--- config.mk ---
export PLATFORM = sky130hd
export DESIGN_NAME = ebt_timer
export DESIGN_NICKNAME = d
export VERILOG_FILES = /design/src/rtl/ebt_pkg.sv /design/src/rtl/ebt_sync.sv /design/src/rtl/ebt_prescaler.sv /design/src/rtl/ebt_timer.sv
export VERILOG_INCLUDE_DIRS = /design/src /design/src/rtl
export SDC_FILE = /design/constraint.sdc
export NUM_CORES = 1
export LEC_CHECK = 0
export BUFFER_PORTS_ARGS = -buffer_cell sky130_fd_sc_hd__buf_2
export CORE_MARGIN = 2
export CORE_UTILIZATION = 57
export CTS_CLUSTER_SIZE = 30
export DETAILED_ROUTE_END_ITERATION = 10
export PLACE_DENSITY_LB_ADDON = 0.12
export RECOVER_POWER = 25
export SLEW_MARGIN = 20
export SYNTH_ARGS = -nofsm -noshare
export SYNTH_HDL_FRONTEND = slang
export SYNTH_SLANG_ARGS = --single-unit
--- constraint.sdc ---
create_clock -name clk -period 6 [get_ports clk]
set_input_delay 0.6 -clock clk [delete_from_list [all_inputs] [get_ports clk]]
set_output_delay 0.6 -clock clk [all_outputs]
set_load 0.05 [all_outputs]
--- src/rtl/ebt_consts.svh ---
`ifndef EBT_CONSTS_SVH
`define EBT_CONSTS_SVH
// register byte offsets
`define EBT_OFS_COUNT 5'h00
`define EBT_OFS_OPTION 5'h04
`define EBT_OFS_INTCTL 5'h08
`define EBT_OFS_IRQ_STATUS 5'h0c
`define EBT_OFS_IRQ_MASK 5'h10
// option_control fields
`define EBT_OPT_RESET 8'hff
`define EBT_OPT_CSS 5
`define EBT_OPT_CES 4
`define EBT_OPT_PSA 3
// interrupt_control fields
`define EBT_ICR_RESET 8'h00
`define EBT_ICR_OIE 5
`define EBT_ICR_OVF 2
// interrupt status bits
`define EBT_IRQ_OVF 0
`define EBT_IRQ_WDT 1
// instruction cycle holdoff after a count write
`define EBT_WR_HOLD 2'd2
`endif

--- src/rtl/ebt_pkg.sv ---
package ebt_pkg;
    typedef struct packed {
        logic [1:0] rsvd;
        logic css;
        logic ces;
        logic prescaler_assign_select;
        logic [2:0] ratio;
    } ebt_opt_t;
    typedef enum logic [2:0] {
        EBT_IDLE = 3'b001,
        EBT_RESP = 3'b010,
        EBT_DONE = 3'b100
    } ebt_bus_st_t;
endpackage

--- src/rtl/ebt_sync.sv ---
`timescale 1ns/1ps
module ebt_sync (
    input wire logic clk,
    input wire logic rst,
    input wire logic din,
    output logic dout
);
    logic meta_q;
    always_ff @(posedge clk or posedge rst) begin
        if (rst) begin
            meta_q <= 1'b0;
            dout <= 1'b0;
        end else begin
            meta_q <= din;
            dout <= meta_q;
        end
    end
endmodule

--- src/rtl/ebt_prescaler.sv ---
`timescale 1ns/1ps
`include "ebt_consts.svh"
module ebt_prescaler (
    input wire logic clk,
    input wire logic rst,
    input wire logic clr,
    input wire logic tick_in,
    input wire logic [2:0] ratio,
    output logic tick_out
);
    // divide by 2^(ratio+1), counter never visible to software
    logic [7:0] cnt_q;
    logic [7:0] nxt;
    assign nxt = cnt_q + 8'h01;
    assign tick_out = tick_in && (cnt_q[ratio] == 1'b1) && (nxt[ratio] == 1'b0);
    always_ff @(posedge clk or posedge rst) begin
        if (rst) begin
            cnt_q <= 8'h00;
        end else if (clr) begin
            cnt_q <= 8'h00;
        end else if (tick_in) begin
            cnt_q <= nxt;
        end
    end
endmodule

--- src/rtl/ebt_timer.sv ---
// Local design decisions: the placing of the registers and the Avalon-MM interface to the registers.
`timescale 1ns/1ps
`include "ebt_consts.svh"
// Summary of operation
// - 8-bit count register, readable and writable, acts as timer or counter.
// - source select 0 counts instruction cycles, or prescaler pulses.
// - after a count write, increments are held off two instruction cycles.
// - source select 1 counts edges of the external count input.
// - edge select bit picks rising or falling counting edges.
// - one 8-bit prescaler serves timer or watchdog, never both.
// - assign bit 0 routes prescaler to timer, 1 to watchdog.
// - timer prescale offers eight ratios, 1:2 through 1:256.
// - undivided 1:1 timer rate only when prescaler belongs to watchdog.
// - prescaler count cannot be read or written by software.
// - count write clears prescaler while it belongs to the timer.
// - watchdog clear resets watchdog and prescaler when assigned there.
// - wrap from ff to 00 always sets the overflow flag.
// - edge select 1 counts high-to-low, 0 counts low-to-high.
// - timer frozen during sleep.
module ebt_timer
    import ebt_pkg::*;
(
    input wire logic clk,
    input wire logic rst,
    input wire logic [4:0] avs_address,
    input wire logic avs_read,
    input wire logic avs_write,
    input wire logic [31:0] avs_writedata,
    input wire logic [3:0] avs_byteenable,
    output logic [31:0] avs_readdata,
    output logic avs_waitrequest,
    input wire logic instr_cycle,
    input wire logic sleep,
    input wire logic wdt_clear,
    input wire logic ext_count_in,
    output logic wdt_tick_q,
    output logic overflow_irq_q,
    output logic irq_q
);
    // ==========================================
    // bus slave
    ebt_bus_st_t st_q;
    logic [31:0] rdata_q;
    logic wait_q;
    logic acc;
    logic wr_now;
    logic rd_now;
    logic [4:0] addr;
    logic be0;
    logic [7:0] wd;
    logic [7:0] count_q;
    ebt_opt_t opt_q;
    logic [7:0] icr_q;
    logic [1:0] irq_stat_q;
    logic [1:0] irq_mask_q;
    assign addr = avs_address;
    assign be0 = avs_byteenable[0];
    assign wd = avs_writedata[7:0];
    assign acc = avs_read || avs_write;
    assign wr_now = avs_write && (st_q == EBT_RESP);
    assign rd_now = avs_read && (st_q == EBT_RESP);
    assign avs_waitrequest = wait_q;
    assign avs_readdata = rdata_q;
    // waitrequest idles high and drops for the answer cycle only
    always_ff @(posedge clk or posedge rst) begin
        if (rst) begin
            st_q <= EBT_IDLE;
            wait_q <= 1'b1;
        end else begin
            case (st_q)
                EBT_IDLE: begin
                    if (acc) begin
                        st_q <= EBT_RESP;
                        wait_q <= 1'b0;
                    end
                end
                EBT_RESP: begin
                    st_q <= EBT_DONE;
                    wait_q <= 1'b1;
                end
                default: begin
                    st_q <= EBT_IDLE;
                    wait_q <= 1'b1;
                end
            endcase
        end
    end
    logic wr_count;
    logic wr_opt;
    logic wr_icr;
    logic wr_mask;
    logic rd_stat;
    assign wr_count = wr_now && be0 && (addr == `EBT_OFS_COUNT);
    assign wr_opt = wr_now && be0 && (addr == `EBT_OFS_OPTION);
    assign wr_icr = wr_now && be0 && (addr == `EBT_OFS_INTCTL);
    assign wr_mask = wr_now && be0 && (addr == `EBT_OFS_IRQ_MASK);
    assign rd_stat = rd_now && (addr == `EBT_OFS_IRQ_STATUS);
    // read data registered on the request's first cycle
    always_ff @(posedge clk or posedge rst) begin
        if (rst) begin
            rdata_q <= 32'h0;
        end else if (st_q == EBT_IDLE && avs_read) begin
            if (addr == `EBT_OFS_COUNT) begin
                rdata_q <= {24'h0, count_q};
            end else if (addr == `EBT_OFS_OPTION) begin
                rdata_q <= {24'h0, opt_q};
            end else if (addr == `EBT_OFS_INTCTL) begin
                rdata_q <= {24'h0, icr_q};
            end else if (addr == `EBT_OFS_IRQ_STATUS) begin
                rdata_q <= {30'h0, irq_stat_q};
            end else if (addr == `EBT_OFS_IRQ_MASK) begin
                rdata_q <= {30'h0, irq_mask_q};
            end else begin
                rdata_q <= 32'h0;
            end
        end
    end
    // ==========================================
    // option register
    always_ff @(posedge clk or posedge rst) begin
        if (rst) begin
            opt_q <= `EBT_OPT_RESET;
        end else if (wr_opt) begin
            opt_q <= wd;
        end
    end
    // ==========================================
    // external input path
    logic ext_s;
    logic ext_prev_q;
    logic ext_edge;
    ebt_sync u_sync (
        .clk(clk),
        .rst(rst),
        .din(ext_count_in),
        .dout(ext_s)
    );
    always_ff @(posedge clk or posedge rst) begin
        if (rst) begin
            ext_prev_q <= 1'b0;
        end else begin
            ext_prev_q <= ext_s;
        end
    end
    // edge select 1 = falling, 0 = rising
    assign ext_edge = opt_q.ces ? (ext_prev_q && !ext_s) : (!ext_prev_q && ext_s);
    // ==========================================
    // shared prescaler
    logic src_tick;
    logic ps_in;
    logic ps_out;
    logic ps_clr;
    logic tmr_tick;
    assign src_tick = opt_q.css ? ext_edge : instr_cycle;
    assign ps_in = opt_q.prescaler_assign_select ? instr_cycle : src_tick;
    // clear source follows the owner, so the other side cannot reset it
    assign ps_clr = opt_q.prescaler_assign_select ? wdt_clear : wr_count;
    ebt_prescaler u_ps (
        .clk(clk),
        .rst(rst),
        .clr(ps_clr),
        .tick_in(ps_in),
        .ratio(opt_q.ratio),
        .tick_out(ps_out)
    );
    // ratio to prescaler; bypass when watchdog owns it
    assign tmr_tick = opt_q.prescaler_assign_select ? src_tick : ps_out;
    always_ff @(posedge clk or posedge rst) begin
        if (rst) begin
            wdt_tick_q <= 1'b0;
        end else begin
            wdt_tick_q <= opt_q.prescaler_assign_select && ps_out;
        end
    end
    // ==========================================
    // count register
    logic [1:0] hold_q;
    logic inc;
    logic wrap;
    // holdoff counts instruction cycles, not clocks
    assign inc = tmr_tick && (hold_q == 2'd0) && !sleep;
    assign wrap = inc && (count_q == 8'hff);
    always_ff @(posedge clk or posedge rst) begin
        if (rst) begin
            hold_q <= 2'd0;
        end else if (wr_count) begin
            hold_q <= `EBT_WR_HOLD;
        end else if (instr_cycle && hold_q != 2'd0) begin
            hold_q <= hold_q - 2'd1;
        end
    end
    always_ff @(posedge clk or posedge rst) begin
        if (rst) begin
            count_q <= 8'h00;
        end else if (wr_count) begin
            count_q <= wd;
        end else if (inc) begin
            count_q <= count_q + 8'h01;
        end
    end
    // ==========================================
    // interrupt control, set wins over software clear
    always_ff @(posedge clk or posedge rst) begin
        if (rst) begin
            icr_q <= `EBT_ICR_RESET;
        end else begin
            if (wr_icr) begin
                icr_q <= wd;
            end
            if (wrap) begin
                icr_q[`EBT_ICR_OVF] <= 1'b1;
            end
        end
    end
    always_ff @(posedge clk or posedge rst) begin
        if (rst) begin
            overflow_irq_q <= 1'b0;
        end else begin
            overflow_irq_q <= icr_q[`EBT_ICR_OVF] && icr_q[`EBT_ICR_OIE];
        end
    end
    // ==========================================
    // block interrupt status and mask
    always_ff @(posedge clk or posedge rst) begin
        if (rst) begin
            irq_stat_q <= 2'b00;
        end else begin
            // drop only the bits the read returned; an event in the capture cycle survives
            irq_stat_q <= (rd_stat ? (irq_stat_q & ~rdata_q[1:0]) : irq_stat_q) | {opt_q.prescaler_assign_select && ps_out, wrap};
        end
    end
    always_ff @(posedge clk or posedge rst) begin
        if (rst) begin
            irq_mask_q <= 2'b00;
        end else if (wr_mask) begin
            irq_mask_q <= wd[1:0];
        end
    end
    always_ff @(posedge clk or posedge rst) begin
        if (rst) begin
            irq_q <= 1'b0;
        end else begin
            irq_q <= |(irq_stat_q & irq_mask_q);
        end
    end
    // ==========================================
    // assertions
    property p_wrap_flag;
        @(posedge clk) disable iff (rst) wrap |=> icr_q[`EBT_ICR_OVF];
    endproperty
    a_wrap_flag: assert property (p_wrap_flag) else $error("overflow flag not set on wrap");
    property p_hold;
        @(posedge clk) disable iff (rst) wr_count |=> (count_q == $past(wd)) && hold_q == 2'd2;
    endproperty
    a_hold: assert property (p_hold) else $error("count write not loaded or holdoff wrong");
    property p_no_inc_hold;
        @(posedge clk) disable iff (rst) (hold_q != 2'd0 && !wr_count) |=> count_q == $past(count_q);
    endproperty
    a_no_inc_hold: assert property (p_no_inc_hold) else $error("count advanced during holdoff");
    property p_sleep;
        @(posedge clk) disable iff (rst) (sleep && !wr_count) |=> $stable(count_q);
    endproperty
    a_sleep: assert property (p_sleep) else $error("count advanced in sleep");
    property p_inc;
        @(posedge clk) disable iff (rst) inc && !wr_count |=> count_q == $past(count_q) + 8'h01;
    endproperty
    a_inc: assert property (p_inc) else $error("count did not advance");
    property p_psa_bypass;
        @(posedge clk) disable iff (rst) opt_q.prescaler_assign_select && !opt_q.css |-> tmr_tick == instr_cycle;
    endproperty
    a_psa_bypass: assert property (p_psa_bypass) else $error("no 1:1 rate with watchdog prescale");
    property p_ps_excl;
        @(posedge clk) disable iff (rst) !opt_q.prescaler_assign_select |=> !wdt_tick_q;
    endproperty
    a_ps_excl: assert property (p_ps_excl) else $error("prescaler served both");
    property p_edge;
        @(posedge clk) disable iff (rst) ext_edge |-> (ext_s == !opt_q.ces);
    endproperty
    a_edge: assert property (p_edge) else $error("wrong counting edge");
    property p_irq;
        @(posedge clk) disable iff (rst) (icr_q[`EBT_ICR_OVF] && icr_q[`EBT_ICR_OIE]) |=> overflow_irq_q;
    endproperty
    a_irq: assert property (p_irq) else $error("overflow request missing");
    property p_ps_clr_wr;
        @(posedge clk) disable iff (rst) (wr_count && !opt_q.prescaler_assign_select) |=> u_ps.cnt_q == 8'h00;
    endproperty
    a_ps_clr_wr: assert property (p_ps_clr_wr) else $error("count write left prescaler running");
    property p_ps_clr_wdt;
        @(posedge clk) disable iff (rst) (wdt_clear && opt_q.prescaler_assign_select) |=> u_ps.cnt_q == 8'h00;
    endproperty
    a_ps_clr_wdt: assert property (p_ps_clr_wdt) else $error("watchdog clear left prescaler running");
    property p_wait_one;
        @(posedge clk) disable iff (rst) !avs_waitrequest |=> avs_waitrequest;
    endproperty
    a_wait_one: assert property (p_wait_one) else $error("answer cycle longer than one clock");
    property p_stat_sticky;
        @(posedge clk) disable iff (rst) (irq_stat_q[`EBT_IRQ_OVF] && !rd_stat) |=> irq_stat_q[`EBT_IRQ_OVF];
    endproperty
    a_stat_sticky: assert property (p_stat_sticky) else $error("overflow status lost without read");
    property p_flag_sticky;
        @(posedge clk) disable iff (rst) (icr_q[`EBT_ICR_OVF] && !wr_icr) |=> icr_q[`EBT_ICR_OVF];
    endproperty
    a_flag_sticky: assert property (p_flag_sticky) else $error("overflow flag cleared by hardware");
    property p_irq_level;
        @(posedge clk) disable iff (rst) (|(irq_stat_q & irq_mask_q)) |=> irq_q;
    endproperty
    a_irq_level: assert property (p_irq_level) else $error("unmasked status without interrupt");
    property p_wdt_tick;
        @(posedge clk) disable iff (rst) (opt_q.prescaler_assign_select && ps_out) |=> wdt_tick_q;
    endproperty
    a_wdt_tick: assert property (p_wdt_tick) else $error("watchdog tick missing");
    property p_ext_only;
        @(posedge clk) disable iff (rst) (opt_q.css && inc) |-> ext_edge;
    endproperty
    a_ext_only: assert property (p_ext_only) else $error("counter mode advanced without pin edge");
    property p_timer_src;
        @(posedge clk) disable iff (rst) (!opt_q.css && inc) |-> instr_cycle;
    endproperty
    a_timer_src: assert property (p_timer_src) else $error("timer mode advanced without cycle");
    property p_wrap_zero;
        @(posedge clk) disable iff (rst) (wrap && !wr_count) |=> count_q == 8'h00;
    endproperty
    a_wrap_zero: assert property (p_wrap_zero) else $error("count did not wrap to zero");
    property p_opt_write;
        @(posedge clk) disable iff (rst) wr_opt |=> opt_q == $past(wd);
    endproperty
    a_opt_write: assert property (p_opt_write) else $error("option write not taken");
    property p_rd_count;
        @(posedge clk) disable iff (rst) (st_q == EBT_IDLE && avs_read && addr == `EBT_OFS_COUNT)
            |=> avs_readdata == {24'h0, $past(count_q)};
    endproperty
    a_rd_count: assert property (p_rd_count) else $error("count read returned wrong value");
    // ==========================================
    // cover points
    c_wrap: cover property (@(posedge clk) disable iff (rst) wrap);
    c_ext: cover property (@(posedge clk) disable iff (rst) opt_q.css && inc);
    c_ps: cover property (@(posedge clk) disable iff (rst) !opt_q.prescaler_assign_select && ps_out);
    c_hold: cover property (@(posedge clk) disable iff (rst) hold_q != 2'd0 && tmr_tick);
    c_wdt: cover property (@(posedge clk) disable iff (rst) wdt_tick_q);
endmodule

### Word-level counts from Yosys, hierarchy flattened

Cells that the tools add are included.

| storage, ports and cells | value |
|---|---|
| input bits | 49 |
| word-level logic and storage cells | 96 |
| register bits | 80 |
| output and inout port bits | 36 |

| operators by class | value |
|---|---|
| equal/unequal tests | 8 |
| bitwise logic cells | 5 |
| $lt $le $gt $ge | 1 |
| mux-type cells | 27 |
| reductions and logical operators | 31 |
| $add $sub $neg | 3 |

Operator list:

| operator | number |
|---|---|
| 8-bit two-way mux | 7 |
| 1-bit logical AND | 19 |
| 8-bit by 1-bit adder with 8-bit output, second input constant | 2 |
| 5-bit by 4-bit == test with 1-bit output, second input constant | 2 |
| 1-bit two-way mux | 10 |
| 2-bit two-way mux | 5 |
| 2-bit nonzero test | 5 |
| 8-bit == test, second input constant | 1 |
| 1-bit binary-select mux with 3-bit select | 2 |
| 3-bit two-way mux | 2 |
| 3-bit one-hot mux with 2 select lines | 1 |
| 5-bit by 3-bit == test with 1-bit output, second input constant | 1 |
| 5-bit == test, second input constant | 1 |
| 5-bit logical NOT | 1 |
| 2-bit AND | 2 |
| 3-bit by 4-bit less-than comparator with 1-bit output, second input constant | 1 |
| 3-bit by 1-bit == test with 1-bit output, second input constant | 1 |
| 3-bit by 2-bit == test with 1-bit output, second input constant | 1 |
| 1-bit logical NOT | 3 |
| 2-bit logical NOT | 1 |
| 2-bit inequality test, second input constant | 1 |
| 2-bit inverter | 1 |
| 2-bit OR | 1 |
| 2-bit OR reduction | 1 |
| other kinds (3) | 3 |

### Logic depth before layout (Yosys ltp)

| logic depth | value |
|---|---|
| depth in word-level cells | 12 |
| gate-level depth with buffers | 9 |
| mapped depth without buffers | 8 |

### Hierarchy

Synthesis repeated with hierarchy kept, for this count alone.

| second synthesis, totals | value |
|---|---|
| cell total of the unflattened synthesis | 291 |
| area, all modules | 3,004.1 sq um |

By module, submodules not included:

| module | instances | cells an instance | sequential area each (sq um) | area each (sq um) |
|---|---|---|---|---|
| ebt_timer | 1 | 236 | 1,163.6 | 2,469.9 |
| ebt_prescaler | 1 | 52 | 200.2 | 480.5 |
| ebt_sync | 1 | 3 | 50.0 | 53.8 |

### Least setup slack after synthesis

No wires, ideal clock.

| timing | value |
|---|---|
| path kind | flip-flop to flip-flop |
| start | register u_ps.cnt_q[0] |
| end | register count_q[5] |
| data required time | 5.880 ns |
| clock period less this slack | 2.116 ns |
| arrival | 1.997 ns |
| stages on the path, launching flop included | 9 |
| setup time | 0.120 ns |
| buffers on the path | 0 |
| slack | 3.884 ns |
| cell sequence | dfrtp_1 ha_1 and3_1 xnor2_1 o221ai_1 a41oi_1 nor2b_4 or4_1 and3_1 |

| on the way | value |
|---|---|
| cells in the longest elaborated chain, start to end | 9 |
| elaborated cells on any way between the ends | 12 |
| classes of those cells | add/sub (1); mux (5); bitwise (1); reduce/logical (5) |

Ends and longest elaborated chain:

| what | RTL line | source |
|---|---|---|
| start, declared | ebt_prescaler.sv:12 | `logic [7:0] cnt_q;` |
| start signal, assigned | ebt_prescaler.sv:22 | `cnt_q <= nxt;` |
| 8-bit by 1-bit adder with 8-bit output | ebt_prescaler.sv:14 | `assign nxt = cnt_q + 8'h01;` |
| 1-bit binary-select mux with 3-bit select | ebt_prescaler.sv:15 | `assign tick_out = tick_in && (cnt_q[ratio] == 1'b1) && (nxt[ratio] == 1'b0);` |
| 1-bit two-way mux (implied by the code) | ebt_prescaler.sv:15 |  |
| 1-bit inverter | ebt_prescaler.sv:15 |  |
| 1-bit logical AND (*) | ebt_prescaler.sv:15 |  |
| 1-bit two-way mux (*) | ebt_timer.sv:167 | `assign tmr_tick = opt_q.prescaler_assign_select ? src_tick : ps_out;` |
| 1-bit logical AND (*) (2 in series) | ebt_timer.sv:181 | `assign inc = tmr_tick && (hold_q == 2'd0) && !sleep;` |
| 2-bit nonzero test (no line) (*) | -- |  |
| end signal, assigned | ebt_timer.sv:196 | `count_q <= wd;` |
| end signal, assigned | ebt_timer.sv:198 | `count_q <= count_q + 8'h01;` |
| end, declared | ebt_timer.sv:51 | `logic [7:0] count_q;` |

Every way passes the cells marked *; elsewhere a longest branch is shown, timed or not. The select of a mux whose other input is x is not followed.
A chain may end at the register's enable or synchronous reset.

==> out/results.tsv <==
metric	value	unit
finalHoldViolCount	0	
die_w	79.3	um
grtUsageTotal	0.216	
start_kind	input pin	
yosysMostFrequentCell	dfrtp_1	
cts.sinks	56	
final_util	0.619	
synth_area	3230	um2
whs	0.359	ns
initial_core_util	0.587	
max_freq	327	MHz
min_period	3.05	ns
core_area	5510	um2
grt_pass1_vias	2236	
synth_top_family_by_area	simple AND/OR/NAND/NOR gates	
synth-xor-area-share	0.0190	
layout.area.seq	1410	um2
insertion_delay	0.32	ns
yosysTopAreaCellShare	0.356	
place.gp.congestion	0.899	
p_leak	1.57	nW
io_pins	85	
rsz0062_at_grt	false	
r2r_start	u_ps.cnt_q[0]$_DFFE_PP0P_	
drcViolationCount	0	
ys_top_cells_by_count	dfrtp_1 (46), nand2_1 (26), buf_4 (25)	
wirelength	6.30	mm
ys_seq_area_frac	0.437	
die_y	79.3	um
fin_tns_setup	0	ns
yosys.area.top_type	dfrtp_1	
synth-compound-area-share	0.126	
synth_simple_gate_area_share	0.206	
antenna_found_initial	0	
drt_iter0_drc	134	
grt_max_degree	57	
cts_resized	0	
hp-class	flop to flop	
multi_input_area	1610	um2
synth_edf_count	0	
powerDensity	300	nW/um2
synth_area_leaders	dfrtp_1 (36%), dfstp_2 (8.1%), buf_4 (5.8%), mux2_2 (5.6%), mux2i_1 (3.1%)	
path_clk_slew	0.10	ns
ys_ff_latch	56	
drtAntennaViolNets	0	
cp-end-kind	async pin	
synthFlopType	dfrtp_1	
setup_violations	0	
ys_warn_count	0	
grt_pass1_wl	10.7	mm
netlist_instances	321	
syn_avg_cell_area	10.1	um2
drv_cap	1	
synthAdderAreaFrac	0.0116	
min_from	u_sync.meta_q$_DFF_PP0_	
violations	capacitance limit, slew limit	
arrival	2.83	ns
drive_gt1_frac	0.221	
cts_htree_levels	2	
status	complete, but fails checks	
cts_root_buf	clkbuf_8	
worst_pin_slew	2.95	ns
synthMuxAreaShare	0.108	
placementRows	27	
slew_viol_final	57	
maxSlewHeadroom	-0.967	
ir_drop	0.267	mV
cts_tree	built	
cts_max_path_buffers	2	
via_per_inst	5.68	
synth_cell_types	53	
cts_buffers	5	
io_buffers	33	
routedWlPerCell	15.0	um
postSynth.asyncResetShare	1.00	
finalCritPeriodShare	0.509	
cp.required	5.77	ns
num_vias	2386	
fill_cells	474	
dp_hpwl	4.49	mm
layout-area-overhead-vs-synth	5.54	%
postCtsSetupBuffers	0	
overflow	0	
layout.nets	399	
dr.pass1.iters	4	
finClkSkew	0.0182	ns
crit_start	rst	
criticalPathCategory	input pin to async pin	
cp_max_fo	56	
antenna_cells	0	
hold_buffers	0	
die-area	6290	um2
## worst max-delay path: stages
cell and delay (ns):
buf_2 0.09, inv_1 0.04, clkbuf_1 2.09
## per-stage QoR
stage               setup WS [ns]  total power, mW  cell area, um2  std cells
floorplan                    3.88            0.789            3320        344
global placement             3.27            0.815            3330        412
detailed placement           3.25            0.825            3330        412
CTS                          3.23             1.03            3420        420
global route                 2.28             1.09            3410        420
finish                       2.95             1.02            3410        420
## cells by family after synthesis
| logic type | count (synthesis) |
|---|---|
| other | 1 |
| AOI/OAI and AO/OA | 64 |
| muxes | 29 |
| buffers and inverters | 48 |
| adders and majority gates | 3 |
| and+or+nand+nor | 113 |
| DFF | 56 |
| xor gates and xnor gates | 7 |
## placed cells by master, fill, tap and decap left out, types with 7 or more instances in the layout
master / instances
a21oi_1: 16
a22o_1: 7
a311oi_1: 7
and3_1: 8
buf_2: 33
conb_1: 24
dfrtp_1: 46
dfstp_2: 10
inv_1: 9
mux2_2: 16
mux2i_1: 10
nand2_1: 26
nand3_1: 7
nor2_1: 13
nor3_1: 10
o21ai_0: 18
## where the power goes
part	internal (mW)	switching [mW]	leakage [nW]
clock network	0.0834	0.124	0.0414
logic	0.122	0.192	0.806
registers	0.441	0.0633	0.723
total	0.646	0.379	1.57
## worst paths after layout
| check | endpoint | slack, ns | depth (start not counted) |
|---|---|---|---|
| max reg2reg | count_q[6]$_DFFE_PP0P_ | 3.51 | 7 |
| max in group clk | count_q[6]$_DFFE_PP0P_ | 3.51 | 7 |
| max | count_q[0]$_DFFE_PP0P_ | 2.95 | 3 |
| min | u_sync.dout$_DFF_PP0_ | 0.36 | 0 |
| min reg2reg | u_sync.dout$_DFF_PP0_ | 0.36 | 0 |
| min in group asynchronous | st_q[1]$_DFFE_PP0P_ | 1.39 | 3 |
## state kept, by name, indices dropped and copies added (netlist names)
register	cells
wdt_tick_q	1
irq_q	1
hold_q	2
u_sync.dout	1
u_ps.cnt_q	8
opt_q	8
ext_prev_q	1
avs_readdata	8
avs_waitrequest	1
overflow_irq_q	1
irq_mask_q	2
u_sync.meta_q	1
irq_stat_q	2
icr_q	8
st_q	3
count_q	8
## area by class of cell
type                    instances  area share
clock buffers                   6      0.0213
well taps                      72      0.0264
repair buffers                 35      0.0517
flip-flops and latches         56       0.415
inverters                       9     0.00990
multi-input cells             240       0.471
clock inverters                 2     0.00477
## layer usage
layer	wire length, um	share of wire	GRT usage
met2	3030	0.48	0.350
met1	3050	0.48	0.298
met3	149	0.024	0.0330
met5	0	0	0
met4	74	0.012	0.0690
No activity file was read; power rests on OpenSTA's default activity.
